File: src/verilog/display_ctrl_consts.svh
// Purpose: offsets, field positions, reset values and timing counts of the display control registers
// Assumes: register index times four gives the AXI byte address
// Notes:   definitions only
`ifndef DISPLAY_CTRL_CONSTS_SVH
`define DISPLAY_CTRL_CONSTS_SVH

// register indexes
`define DC_IDX_ENABLE     18'h08009
`define DC_IDX_ATTRIBUTE  18'h0800a
`define DC_IDX_START_LOW  18'h0800b
`define DC_IDX_START_HIGH 18'h0800c
`define DC_IDX_LINE_COUNT 18'h0800d
`define DC_IDX_MODE       18'h08030
`define DC_IDX_STATUS     18'h08031

// field positions
`define DC_ENABLE_BIT     0
`define DC_CURSOR_LSB     0
`define DC_BLOCK1_LSB     2
`define DC_BLOCK2_LSB     4
`define DC_BLOCK3_LSB     6
`define DC_MODE_DUAL_BIT  0
`define DC_MODE_PSAVE_BIT 1

// reset values
`define DC_RESET_VALUE    8'h00

// flash timing: frame counter bit that sets each half period, cursor on counts in frames
`define DC_SLOW_HALF_BIT  4
`define DC_FAST_HALF_BIT  1
`define DC_CUR_SLOW_ON    5'h16
`define DC_CUR_VSLOW_ON   6'h2d

// bus answers
`define DC_RESP_OKAY      2'b00
`define DC_RESP_SLVERR    2'b10

`endif

File: src/verilog/display_ctrl_pkg.sv
// Purpose: types shared by the display control register bank
// Assumes: nothing
// Notes:   constants live in display_ctrl_consts.svh
package display_ctrl_pkg;
  typedef logic [7:0] reg8_t;
  typedef enum logic [1:0] {ATTR_BLANK, ATTR_STEADY, ATTR_SLOW, ATTR_FAST} attr_e;
  typedef enum logic [1:0] {PARAM_IDLE, PARAM_SWITCH, PARAM_SCROLL} param_e;
endpackage

File: src/verilog/display_control_regs.sv
// Purpose: display control register bank over AXI4-Lite with attribute flashing and cursor tracking
// Assumes: framePulse, memory strobes and command strobes are one-cycle pulses on sys_clk
// Notes:   all flash rates derive from a free-running frame counter
// How it works
// display enable bit 0 turns the whole output on or off
// a cleared enable blanks every block and the cursor regardless of attributes
// block 3 field bits 7-6: blank, steady, flash frame/32, flash frame/4
// block 2 field bits 5-4 uses the same four-way encoding
// in dual panel mode block 4 follows the block 2 field
// block 1 field bits 3-2: blank, steady, flash frame/32, flash frame/4
// cursor field bits 1-0: blank, steady, flash frame/32, flash frame/64
// a flashing cursor is visible 70 percent and hidden 30 percent
// a memory write re-enables a disabled cursor and advances its position
// a memory read advances the cursor but leaves it disabled
// block 1 start address is 16 bits, low byte then high byte register
// the host writes the low byte before the high byte
// the used start address changes only when the high byte is written
// the block 1 size field means lines minus one
// the display switch command parameter loads the attribute register
// scroll command parameters load start and size registers in register order
// all registers reset to zero and are readable and writable; a write to the status register is answered OKAY but changes nothing
// entering power save clears the display enable bit
// blocks flash from a frame counter with an even on/off split
`timescale 1ns/1ps
`include "display_ctrl_consts.svh"
`default_nettype none

module display_control_regs (
  // clock and reset
  input  wire  logic                   sys_clk,
  input  wire  logic                   rst,
  // axi4-lite write
  input  wire  logic                   s_axi_awvalid,
  output logic                         s_axi_awready,
  input  wire  logic [19:0]            s_axi_awaddr,
  input  wire  logic                   s_axi_wvalid,
  output logic                         s_axi_wready,
  input  wire  logic [31:0]            s_axi_wdata,
  input  wire  logic [3:0]             s_axi_wstrb,
  output logic                         s_axi_bvalid,
  input  wire  logic                   s_axi_bready,
  output logic [1:0]                   s_axi_bresp,
  // axi4-lite read
  input  wire  logic                   s_axi_arvalid,
  output logic                         s_axi_arready,
  input  wire  logic [19:0]            s_axi_araddr,
  output logic                         s_axi_rvalid,
  input  wire  logic                   s_axi_rready,
  output logic [31:0]                  s_axi_rdata,
  output logic [1:0]                   s_axi_rresp,
  // indirect command path
  input  wire  logic                   displaySwitchCommand,
  input  wire  logic                   scrollCommand,
  input  wire  logic                   paramStrobe,
  input  wire  display_ctrl_pkg::reg8_t paramData,
  // display memory access and timing
  input  wire  logic                   memWrite,
  input  wire  logic                   memRead,
  input  wire  logic                   cursorSet,
  input  wire  logic [15:0]            cursorSetAddress,
  input  wire  logic                   framePulse,
  // display outputs
  output logic                         displayOn,
  output logic                         block1Visible,
  output logic                         block2Visible,
  output logic                         block3Visible,
  output logic                         block4Visible,
  output logic                         cursorVisible,
  output logic [15:0]                  block1StartAddress,
  output logic [8:0]                   block1Lines,
  output logic [15:0]                  cursorAddress,
  output logic                         powerSave
);
  import display_ctrl_pkg::*;

  reg8_t       dispEnable, attribute, startLow, startHigh, lineCount, modeReg;
  logic [5:0]  frameCnt;
  param_e      paramState;
  logic [1:0]  paramIndex;
  logic [17:0] wrIdx, rdIdx;
  logic [31:0] wrData;
  logic [3:0]  wrStrb;
  logic        awHave, wHave, wrEn, wrByte, wrHit;
  logic        psavePrev, psaveEnter;
  logic        paramSwitch, paramLow, paramHigh, paramLines;
  logic        next_block1, next_block2, next_block3, next_cursor;

  // ---------------- axi4-lite write side ----------------
  assign s_axi_awready = !awHave && !s_axi_bvalid;
  assign s_axi_wready  = !wHave && !s_axi_bvalid;
  assign wrEn          = awHave && wHave && !s_axi_bvalid;
  assign wrByte        = wrEn && wrStrb[0];

  always_comb begin
    case (wrIdx)
      `DC_IDX_ENABLE, `DC_IDX_ATTRIBUTE, `DC_IDX_START_LOW, `DC_IDX_START_HIGH,
      `DC_IDX_LINE_COUNT, `DC_IDX_MODE, `DC_IDX_STATUS: wrHit = 1'b1;
      default: wrHit = 1'b0;
    endcase
  end

  always_ff @(posedge sys_clk or posedge rst) begin
    if (rst) begin
      awHave <= 1'b0;
      wrIdx  <= 18'h00000;
    end else if (wrEn) begin
      awHave <= 1'b0;
    end else if (s_axi_awvalid && s_axi_awready) begin
      awHave <= 1'b1;
      wrIdx  <= s_axi_awaddr[19:2];
    end
  end

  always_ff @(posedge sys_clk or posedge rst) begin
    if (rst) begin
      wHave  <= 1'b0;
      wrData <= 32'h00000000;
      wrStrb <= 4'h0;
    end else if (wrEn) begin
      wHave <= 1'b0;
    end else if (s_axi_wvalid && s_axi_wready) begin
      wHave  <= 1'b1;
      wrData <= s_axi_wdata;
      wrStrb <= s_axi_wstrb;
    end
  end

  always_ff @(posedge sys_clk or posedge rst) begin
    if (rst) begin
      s_axi_bvalid <= 1'b0;
      s_axi_bresp  <= `DC_RESP_OKAY;
    end else if (wrEn) begin
      s_axi_bvalid <= 1'b1;
      s_axi_bresp  <= wrHit ? `DC_RESP_OKAY : `DC_RESP_SLVERR;
    end else if (s_axi_bready) begin
      s_axi_bvalid <= 1'b0;
    end
  end

  // ---------------- indirect command parameters ----------------
  assign paramSwitch = paramStrobe && paramState == PARAM_SWITCH && paramIndex == 2'd0;
  assign paramLow    = paramStrobe && paramState == PARAM_SCROLL && paramIndex == 2'd0;
  assign paramHigh   = paramStrobe && paramState == PARAM_SCROLL && paramIndex == 2'd1;
  assign paramLines  = paramStrobe && paramState == PARAM_SCROLL && paramIndex == 2'd2;

  // later scroll parameters belong to other blocks; after the third the state returns to idle and ignores them
  always_ff @(posedge sys_clk or posedge rst) begin
    if (rst) begin
      paramState <= PARAM_IDLE;
      paramIndex <= 2'd0;
    end else if (displaySwitchCommand) begin
      paramState <= PARAM_SWITCH;
      paramIndex <= 2'd0;
    end else if (scrollCommand) begin
      paramState <= PARAM_SCROLL;
      paramIndex <= 2'd0;
    end else if (paramStrobe) begin
      case (paramState)
        PARAM_SWITCH: paramState <= PARAM_IDLE;
        PARAM_SCROLL: begin
          if (paramIndex == 2'd2) begin
            paramState <= PARAM_IDLE;
          end
          paramIndex <= paramIndex + 2'd1;
        end
        default: paramState <= PARAM_IDLE;
      endcase
    end
  end

  // ---------------- registers ----------------
  assign psaveEnter = modeReg[`DC_MODE_PSAVE_BIT] && !psavePrev;

  always_ff @(posedge sys_clk or posedge rst) begin
    if (rst) begin
      modeReg   <= `DC_RESET_VALUE;
      psavePrev <= 1'b0;
    end else begin
      psavePrev <= modeReg[`DC_MODE_PSAVE_BIT];
      if (wrByte && wrIdx == `DC_IDX_MODE) begin
        modeReg <= {6'h00, wrData[1:0]};
      end
    end
  end

  // a software write in the same cycle as power save entry wins
  always_ff @(posedge sys_clk or posedge rst) begin
    if (rst) begin
      dispEnable <= `DC_RESET_VALUE;
    end else if (wrByte && wrIdx == `DC_IDX_ENABLE) begin
      dispEnable <= {7'h00, wrData[`DC_ENABLE_BIT]};
    end else if (psaveEnter) begin
      dispEnable <= `DC_RESET_VALUE;
    end
  end

  always_ff @(posedge sys_clk or posedge rst) begin
    if (rst) begin
      attribute <= `DC_RESET_VALUE;
    end else if (wrByte && wrIdx == `DC_IDX_ATTRIBUTE) begin
      attribute <= wrData[7:0];
    end else if (paramSwitch) begin
      attribute <= paramData;
    end else if (memWrite && attribute[1:0] == ATTR_BLANK) begin
      attribute[1:0] <= ATTR_STEADY;
    end
  end

  // the low byte is only staged; the used address moves with the high byte
  always_ff @(posedge sys_clk or posedge rst) begin
    if (rst) begin
      startLow           <= `DC_RESET_VALUE;
      startHigh          <= `DC_RESET_VALUE;
      block1StartAddress <= 16'h0000;
    end else if (wrByte && wrIdx == `DC_IDX_START_LOW) begin
      startLow <= wrData[7:0];
    end else if (wrByte && wrIdx == `DC_IDX_START_HIGH) begin
      startHigh          <= wrData[7:0];
      block1StartAddress <= {wrData[7:0], startLow};
    end else if (paramLow) begin
      startLow <= paramData;
    end else if (paramHigh) begin
      startHigh          <= paramData;
      block1StartAddress <= {paramData, startLow};
    end
  end

  always_ff @(posedge sys_clk or posedge rst) begin
    if (rst) begin
      lineCount   <= `DC_RESET_VALUE;
      block1Lines <= 9'h001;
    end else if (wrByte && wrIdx == `DC_IDX_LINE_COUNT) begin
      lineCount   <= wrData[7:0];
      block1Lines <= {1'b0, wrData[7:0]} + 9'h001;
    end else if (paramLines) begin
      lineCount   <= paramData;
      block1Lines <= {1'b0, paramData} + 9'h001;
    end
  end

  // ---------------- cursor position ----------------
  always_ff @(posedge sys_clk or posedge rst) begin
    if (rst) begin
      cursorAddress <= 16'h0000;
    end else if (cursorSet) begin
      cursorAddress <= cursorSetAddress;
    end else if (memWrite || memRead) begin
      cursorAddress <= cursorAddress + 16'h0001;
    end
  end

  // ---------------- flash timing ----------------
  always_ff @(posedge sys_clk or posedge rst) begin
    if (rst) begin
      frameCnt <= 6'h00;
    end else if (framePulse) begin
      frameCnt <= frameCnt + 6'h01;
    end
  end

  function automatic logic blockShown(input logic [1:0] field, input logic [5:0] cnt);
    case (attr_e'(field))
      ATTR_STEADY: blockShown = 1'b1;
      ATTR_SLOW:   blockShown = !cnt[`DC_SLOW_HALF_BIT];
      ATTR_FAST:   blockShown = !cnt[`DC_FAST_HALF_BIT];
      default:     blockShown = 1'b0;
    endcase
  endfunction

  always_comb begin
    next_block1 = dispEnable[`DC_ENABLE_BIT] && blockShown(attribute[3:2], frameCnt);
    next_block2 = dispEnable[`DC_ENABLE_BIT] && blockShown(attribute[5:4], frameCnt);
    next_block3 = dispEnable[`DC_ENABLE_BIT] && blockShown(attribute[7:6], frameCnt);
    case (attr_e'(attribute[1:0]))
      ATTR_STEADY: next_cursor = 1'b1;
      ATTR_SLOW:   next_cursor = frameCnt[4:0] < `DC_CUR_SLOW_ON;
      ATTR_FAST:   next_cursor = frameCnt < `DC_CUR_VSLOW_ON;
      default:     next_cursor = 1'b0;
    endcase
    next_cursor = next_cursor && dispEnable[`DC_ENABLE_BIT];
  end

  always_ff @(posedge sys_clk or posedge rst) begin
    if (rst) begin
      displayOn     <= 1'b0;
      block1Visible <= 1'b0;
      block2Visible <= 1'b0;
      block3Visible <= 1'b0;
      block4Visible <= 1'b0;
      cursorVisible <= 1'b0;
      powerSave     <= 1'b0;
    end else begin
      displayOn     <= dispEnable[`DC_ENABLE_BIT];
      block1Visible <= next_block1;
      block2Visible <= next_block2;
      block3Visible <= next_block3;
      block4Visible <= next_block2 && modeReg[`DC_MODE_DUAL_BIT];
      cursorVisible <= next_cursor;
      powerSave     <= modeReg[`DC_MODE_PSAVE_BIT];
    end
  end

  // ---------------- axi4-lite read side ----------------
  assign s_axi_arready = !s_axi_rvalid;
  assign rdIdx         = s_axi_araddr[19:2];

  always_ff @(posedge sys_clk or posedge rst) begin
    if (rst) begin
      s_axi_rvalid <= 1'b0;
      s_axi_rdata  <= 32'h00000000;
      s_axi_rresp  <= `DC_RESP_OKAY;
    end else if (s_axi_arvalid && s_axi_arready) begin
      s_axi_rvalid <= 1'b1;
      s_axi_rresp  <= `DC_RESP_OKAY;
      case (rdIdx)
        `DC_IDX_ENABLE:     s_axi_rdata <= {24'h000000, dispEnable};
        `DC_IDX_ATTRIBUTE:  s_axi_rdata <= {24'h000000, attribute};
        `DC_IDX_START_LOW:  s_axi_rdata <= {24'h000000, startLow};
        `DC_IDX_START_HIGH: s_axi_rdata <= {24'h000000, startHigh};
        `DC_IDX_LINE_COUNT: s_axi_rdata <= {24'h000000, lineCount};
        `DC_IDX_MODE:       s_axi_rdata <= {24'h000000, modeReg};
        `DC_IDX_STATUS:     s_axi_rdata <= {frameCnt, 2'h0, cursorAddress, 2'h0, block4Visible,
                                            block3Visible, block2Visible, block1Visible,
                                            cursorVisible, displayOn};
        default: begin
          s_axi_rdata <= 32'h00000000;
          s_axi_rresp <= `DC_RESP_SLVERR;
        end
      endcase
    end else if (s_axi_rready) begin
      s_axi_rvalid <= 1'b0;
    end
  end
endmodule

`default_nettype wire

File: config.mk
export PLATFORM = sky130hd
export DESIGN_NAME = display_control_regs
export DESIGN_NICKNAME = d
export VERILOG_FILES = /design/src/verilog/display_ctrl_pkg.sv /design/src/verilog/display_control_regs.sv
export VERILOG_INCLUDE_DIRS = /design/src /design/src/verilog
export SDC_FILE = /design/constraint.sdc
export NUM_CORES = 1
export LEC_CHECK = 0
export BUFFER_PORTS_ARGS = -buffer_cell sky130_fd_sc_hd__buf_2
export CORE_ASPECT_RATIO = 0.75
export CORE_MARGIN = 3
export CORE_UTILIZATION = 50
export DETAILED_ROUTE_END_ITERATION = 6
export PLACE_DENSITY = 0.77
export SETUP_SLACK_MARGIN = 0.4
export SKIP_LAST_GASP = 1
export SYNTH_ARGS = -nofsm -noshare
export SYNTH_HDL_FRONTEND = slang
export SYNTH_SLANG_ARGS = --single-unit
File: constraint.sdc
create_clock -name sys_clk -period 9.35 [get_ports sys_clk]
set_clock_uncertainty 0.05 [all_clocks]
set_input_delay 2.805 -clock sys_clk [delete_from_list [all_inputs] [get_ports sys_clk]]
set_output_delay 2.805 -clock sys_clk [all_outputs]
set_load 0.02 [all_outputs]
==> results of run 1 <==
-- flip-flops by register name, summed over array words and instances, names as in the netlist, 2 cells and up --
signal,flops
lineCount,8
paramState,2
s_axi_rdata,30
block1StartAddress,16
paramIndex,2
attribute,8
wrData,8
startLow,8
frameCnt,6
modeReg,2
cursorAddress,16
wrIdx,18
block1Lines,9
-- power by group --
part | switching [uW] | internal (uW)
clock network | 260 | 471
registers | 147 | 749
logic | 170 | 170
total | 577 | 1390
-- through the flow --
stage | utilization [%] | total power, uW | hold slack [ps] | setup WS, ps
6_report | 62.94 | 1967 | 402.7 | 4192
4_1_cts | 62.94 | 1979 | 414.3 | 4232
3_5_place_dp | 58.37 | 1246 | 400.9 | 3784
2_1_floorplan | - | 1125 | 338.2 | 2517
3_3_place_gp | 58.37 | 1230 | 397.0 | 3806
5_1_grt | 62.94 | 2066 | 429.4 | 4026
-- area by class of cell --
class,count,area [sq um],area share (%)
Inverter,11,46.29,0.5314
Clock buffer,21,480.5,5.515
Multi-Input combinational cell,500,3244,37.24
Timing Repair Buffer,171,865.8,9.938
Clock inverter,9,151.4,1.738
Tap cell,175,219.0,2.513
Sequential cell,148,3705,42.52
-- layer usage --
metal / track usage, % / wire length (um) / part of all wire [%]
met3: 4.696 / 1144 / 6.4
met5: 0 / 0 / 0
met2: 34.20 / 8317 / 46
met1: 33.16 / 8129 / 45
met4: 8.256 / 303 / 1.7
-- final timing paths --
| path | startpoint | end |
|---|---|---|
| worst max register to register | wrIdx[17] | block1StartAddress[5] |
| min in group asynchronous | rst | s_axi_rdata[11] |
| worst max-delay path | s_axi_araddr[11] | s_axi_rdata[2] |
| worst min register to register | modeReg[1] | powerSave |
| worst min-delay path | modeReg[1] | powerSave |
| max in group asynchronous | rst | wrIdx[3] |
-- cells in the mapped netlist (3+ instances only) --
cell type    n  area share (%)
dfrtp_1    147              51
nand2_1    109             5.7
nor2b_1      5            0.44
mux2_4       4            0.84
mux2_2      40             6.3
buf_4        4            0.42
mux2i_1     33             4.6
nor3_1       7            0.49
a21boi_0     5            0.52
a222oi_1     7            0.98
and3b_1      3            0.37
ha_1         6             1.0
o21a_1       3            0.31
nor4_1       3            0.26
nand3_1     34             2.4
o21ai_0     36             2.5
nand4_1      4            0.35
and2_1       4            0.35
nand3b_1     4            0.42
xor2_1      18             2.2
a21oi_1     49             3.4
buf_2        4            0.28
nor2_1      54             2.8
nor3b_2      3            0.52
o211ai_1     3            0.31
a21o_1       5            0.52
nor3b_1      4            0.42
xnor2_1     13             1.6
clkbuf_1    22             1.2
and3_1       9            0.79
buf_6        3            0.47
inv_1       11            0.58
-- kinds of logic (layout without fill, tap and decap cells) --
logic type,Yosys count,count (layout),share of synthesized area (%)
AO/OA/AOI/OAI,120,120,10.19
XOR/XNOR,31,31,3.792
adder cells (fa/ha/maj),6,6,1.049
buffers and inverters,47,212,3.216
flip-flops,148,148,51.75
multiplexers,77,77,11.74
other,1,4,0.05238
AND/OR/NAND/NOR,262,262,18.21
==> key figures, run 1 <==
Clocking
  – Clock H-tree levels: 4
  – CTS root buffer: clkbuf_16
  – Hold_buf cts: 0
  – Cts repair resizes: 0
  – Reg clk slew, reported paths: 60 ps
  – Max Buffers Root-to-Sink: 2
  – Worst skew pair latency: 420 ps
  – CTS Buf Count: 17
  – CTS tree: yes
  – CTS Sinks: 148
  – Setup bufs post-CTS: 0

STA
  – Rel. slew slack: 26.16%
  – # setup viols final: 0
  – Tcrit/Tclk final: 55.16%
  – Minimum clock period: 5158 ps
  – Setup TNS: 0 ps
  – Fmax: 0.1939 GHz
  – Unrepaired setup endpoints after global routing: no
  – Final slew viol count: 0
  – Worst slew pin tran: 1104 ps
  – Final hold violations: 0

Floorplan
  – Row cnt: 37
  – Die width: 144.2 um
  – IO Pins: 203
  – Die height: 109.6 um
  – Initial Utilization: 51.72%
  – Die Area: 15810 sq um
  – Std-Cell Core Area: 13840 sq um

Setup path
  – Crit. path cell count: 7
  – Crit-path leading delay family: simple AND/OR/NAND/NOR gates
  – Reg2reg setup slack: 6490 ps
  – CP Cell Sequence: buf_2 -> or4_1 -> or3_1 -> nor3_4 -> a222oi_1 -> a21boi_0 -> o21ai_0
  – CP Data Arrival Time: 5440 ps
  – Buf/Inv on CP: 1
  – FF-to-FF path depth: 5
  – Worst-path fanout max: 26
  – CP max stage cell: nor3_4
  – CP Capture Type: flop
  – CP Data Required Time: 9630 ps
  – WS Path Type: input pin to flop
  – CP Launch Type: input pin
  – CP max stage delay: 930 ps

Place
  – Post-detail-place hpwl: 12880 um
  – GPL Wtd Cong: 0.9059
  – Placed Cells: 1005
  – Input/output buffers: 167
  – Dpl cell area: 8080 sq um

Layout
  – Post-Layout Inst Area: 8712 sq um
  – # nets final: 969
  – Area grow syn2layout: 21.69%
  – Most frequent cells in the layout: buf_2, dfrtp_1, nand2_1
  – Share of layout cells above drive strength 1: 30.81%
  – Most common cell after layout, fill and taps aside: buf_2
  – Layout filler cell count: 1163
  – Ant diodes: 0
  – Finished Layout Cells: 1035

Power
  – P per Cell Area: 225.8 nW/um^2
  – Max rail drop VDD: 150.5 uV
  – Leakage Power: 0.004312 uW

Global route
  – Grt ovf: 0
  – Largest net degree at the start of global routing: 79
  – Vias in the first global route: 5493
  – GRT Overall Usage: 22.85%
  – Antenna violations before repair: 0
  – First-pass GRT wire length: 28230 um

Outcome
  – Outcome: completed

Route
  – Post-route ant nets: 0
  – Via/cell ratio: 5.612
  – Vias post-DR: 5808
  – Wire per inst: 17.29 um
  – TritonRoute pass-1 iters: 5
  – DR iter-0 viols: 400
  – Final WL: 17890 um
  – Drt drc: 0

Synth
  – EDFF count, synth: 0
  – Ys Warns: 0
  – Synth Instances: 692
  – Unique masters post-synth: 60
  – #FFs+latches synth: 148
  – Commonest register cell after synthesis: dfrtp_1
  – Post-Syn Area: 7159 sq um
  – Async SR Flop Fraction: 100.0%
  – Mapped Avg Cell Area: 10.35 sq um
  – Sequential share of the synthesized area: 51.75%

Flow run
  – Total of max-cap violations: 0

Worst hold path
  – Hold Path Class: flop to flop
  – WHS Path Cells: 0
Power figures use the tool's default switching activity.
==> run 2, diff against run 1 <==
==> constraint.sdc (replaced) <==
create_clock -name sys_clk -period 5.1 [get_ports sys_clk]
set_clock_uncertainty 0.05 [all_clocks]
set_input_delay 1.53 -clock sys_clk [delete_from_list [all_inputs] [get_ports sys_clk]]
set_output_delay 1.53 -clock sys_clk [all_outputs]
set_load 0.02 [all_outputs]
==> run 2 against run 1 <==
Clock power rose by 71%. Setup slack lost 2500 ps. Non-clock buffer count up 3. Sequential power up 83%. Critical path type unchanged. Critical endpoint is now s_axi_rdata[7]. Largest power group unchanged.
==> key figures, run 2 (synthesis results as in run 1) <==
Power
  – Pint: 2444 uW (was 1390 uW)
  – P per Cell Area: 404.4 nW/um^2 (was 225.8 nW/um^2)
  – NetSw: 1074 uW (was 577.0 uW)
  – Clk network pwr share: 35.5% (was 37.1%)
  – Max rail drop VDD: 227.7 uV (was 150.5 uV)
  – Logic pwr share: 17.8% (was 17.3%)
  – Sequential share of power: 46.7% (was 45.6%)
  – Leakage Power: 0.004292 uW (was 0.004312 uW)
  – Switching part of the total: 30.53% (was 29.33%)

Global route
  – Grt ovf: 0 (unchanged)
  – GRT Overall Usage: 22.83% (was 22.85%)
  – Vias in the first global route: 5334 (was 5493)
  – Largest net degree at the start of global routing: 52 (was 79)
  – Antenna violations before repair: 0 (unchanged)
  – First-pass GRT wire length: 28150 um (was 28230 um)

Route
  – Via/cell ratio: 5.570 (was 5.612)
  – Drt drc: 0 (unchanged)
  – TritonRoute pass-1 iters: 5 (unchanged)
  – Vias post-DR: 5793 (was 5808)
  – DR iter-0 viols: 502 (was 400)
  – Wire per inst: 17.32 um (was 17.29 um)
  – Final WL: 18010 um (was 17890 um)
  – Post-route ant nets: 0 (unchanged)

Setup path
  – CP max stage delay: 580 ps (was 930 ps)
  – CP Launch Type: input pin (unchanged)
  – Crit path from: s_axi_araddr[11] (unchanged)
  – Worst-path fanout max: 8 (was 26)
  – Critical Path Sink: s_axi_rdata[7] (was s_axi_rdata[2])
  – CP max stage cell: nor3b_2 (was nor3_4)
  – Reg2reg setup slack: 2170 ps (was 6490 ps)
  – CP Data Required Time: 5380 ps (was 9630 ps)
  – Reg-to-Reg End: block1StartAddress[6] (was block1StartAddress[5])
  – CP Cell Sequence: buf_2 -> or4_1 -> nor3_1 -> nor3b_2 -> a222oi_1 -> o21ai_0 (was buf_2 -> or4_1 -> or3_1 -> nor3_4 -> a222oi_1 -> a21boi_0 -> o21ai_0)
  – CP Capture Type: flop (unchanged)
  – WS Path Type: input pin to flop (unchanged)
  – Reg-to-Reg Start: wrIdx[17] (unchanged)
  – CP Data Arrival Time: 3660 ps (was 5440 ps)
  – FF-to-FF path depth: 5 (unchanged)

Clocking
  – Max Buffers Root-to-Sink: 2 (unchanged)
  – Setup bufs post-CTS: 0 (unchanged)
  – Cts repair resizes: 0 (unchanged)
  – CTS tree: yes (unchanged)
  – CTS Buf Count: 17 (unchanged)
  – Hold_buf cts: 0 (unchanged)
  – CTS root buffer: clkbuf_16 (unchanged)
  – Reg clk slew, reported paths: 60 ps (about the same)
  – CTS Sinks: 148 (unchanged)
  – Worst skew pair latency: 420 ps (about the same)
  – Clock H-tree levels: 4 (unchanged)

Place
  – Input/output buffers: 167 (unchanged)
  – Placed Cells: 1008 (was 1005)
  – GPL Wtd Cong: 0.8864 (was 0.9059)
  – Post-detail-place hpwl: 13130 um (was 12880 um)

Layout
  – Most frequent cells in the layout: buf_2, dfrtp_1, nand2_1 (unchanged)
  – Layout filler cell count: 1167 (was 1163)
  – Top Registers: s_axi_rdata x30, wrIdx x18 (unchanged)
  – Largest Register: s_axi_rdata (unchanged)
  – Share of layout cells above drive strength 1: 31.21% (was 30.81%)
  – # nets final: 972 (was 969)
  – Max reg flops: 30 (unchanged)
  – Finished Layout Cells: 1040 (was 1035)
  – Most common cell after layout, fill and taps aside: buf_2 (unchanged)
  – Ant diodes: 0 (unchanged)
  – Reg area: 3705 sq um (unchanged)
  – Area grow syn2layout: 21.50% (was 21.69%)
  – Multi-input gate area: 3244 sq um (unchanged)

Floorplan
  – Die Area: 15810 sq um (unchanged)
  – Die height: 109.6 um (unchanged)
  – Row cnt: 37 (unchanged)
  – IO Pins: 203 (unchanged)
  – Die width: 144.2 um (unchanged)
  – Initial Utilization: 51.72% (unchanged)
  – Std-Cell Core Area: 13840 sq um (unchanged)

STA
  – Minimum clock period: 3378 ps
  – Fmax: 0.2960 GHz
  – Setup TNS: 0 ps (unchanged)
  – Rel. slew slack: 28.78% (was 26.16%)
  – Worst slew pin tran: 1059 ps (was 1104 ps)
  – # setup viols final: 0 (unchanged)
  – Final slew viol count: 0 (unchanged)
  – Final hold violations: 0 (unchanged)
  – WHS: 409.9 ps (was 402.7 ps)
  – Unrepaired setup endpoints after global routing: no (unchanged)
  – Tcrit/Tclk final: 66.24%

Worst hold path
  – Hold Path Class: flop to flop (unchanged)
  – WHS Path Cells: 0 (unchanged)

Flow run
  – Total of max-cap violations: 0 (unchanged)

Outcome
  – Outcome: completed (unchanged)
-- run 2: power groups by stage --
stage	Combinational (uW)	Clock [uW]	Sequential, uW
global placement	608	0	1650
global route	698	1320	1680
CTS	631	1270	1640
finish	626	1250	1640
floorplan	497	0	1570
detailed placement	626	0	1660
-- run 2: worst min-delay path by stage --
stage	start	to	slack [ps]
floorplan	modeReg[1]	powerSave	340
global placement	s_axi_rdata[29]	s_axi_rdata[29]	400
detailed placement	modeReg[1]	powerSave	400
CTS	s_axi_rdata[31]	s_axi_rdata[31]	410
global route	s_axi_rdata[17]	s_axi_rdata[17]	430
finish	modeReg[1]	powerSave	410
-- run 2: critical path, delay by kind of cell --
kind / cells / cell delay, ps
AND/OR/NAND/NOR: 3 / 1590
AO/OA/AOI/OAI: 2 / 430
buffers and inverters: 1 / 100
-- run 2: area by class of cell --
type / instances / share of cell area [%]
clock buffer: 20 / 5.365
timing repair buffer: 174 / 10.21
multi-input combinational: 500 / 37.30
tap: 175 / 2.517
sequential: 148 / 42.59
clock inverter: 12 / 1.496
inverter: 11 / 0.5178
-- run 2: through the flow --
stage / utilization (%) / area [sq um] / power, uW / setup slack (ps)
finish: 62.84 / 8698 / 3518 / 1722
global route: 62.84 / 8698 / 3698 / 1617
CTS: 62.84 / 8698 / 3541 / 1792
detailed placement: 58.53 / 8102 / 2285 / 1349
global placement: 58.53 / 8102 / 2256 / 1375
floorplan: - / 7174 / 2064 / 1660
-- run 2: layer usage --
layer / vias up / share of wire [%] / routed length (um) / global-route usage [%]
met2: 193 / 46 / 8261 / 33.47
li1: 2741 / - / - / -
met1: 2841 / 46 / 8276 / 34.07
met3: 18 / 6.8 / 1232 / 5.783
met4: 0 / 1.3 / 243 / 5.859
met5: - / 0 / 0 / 0
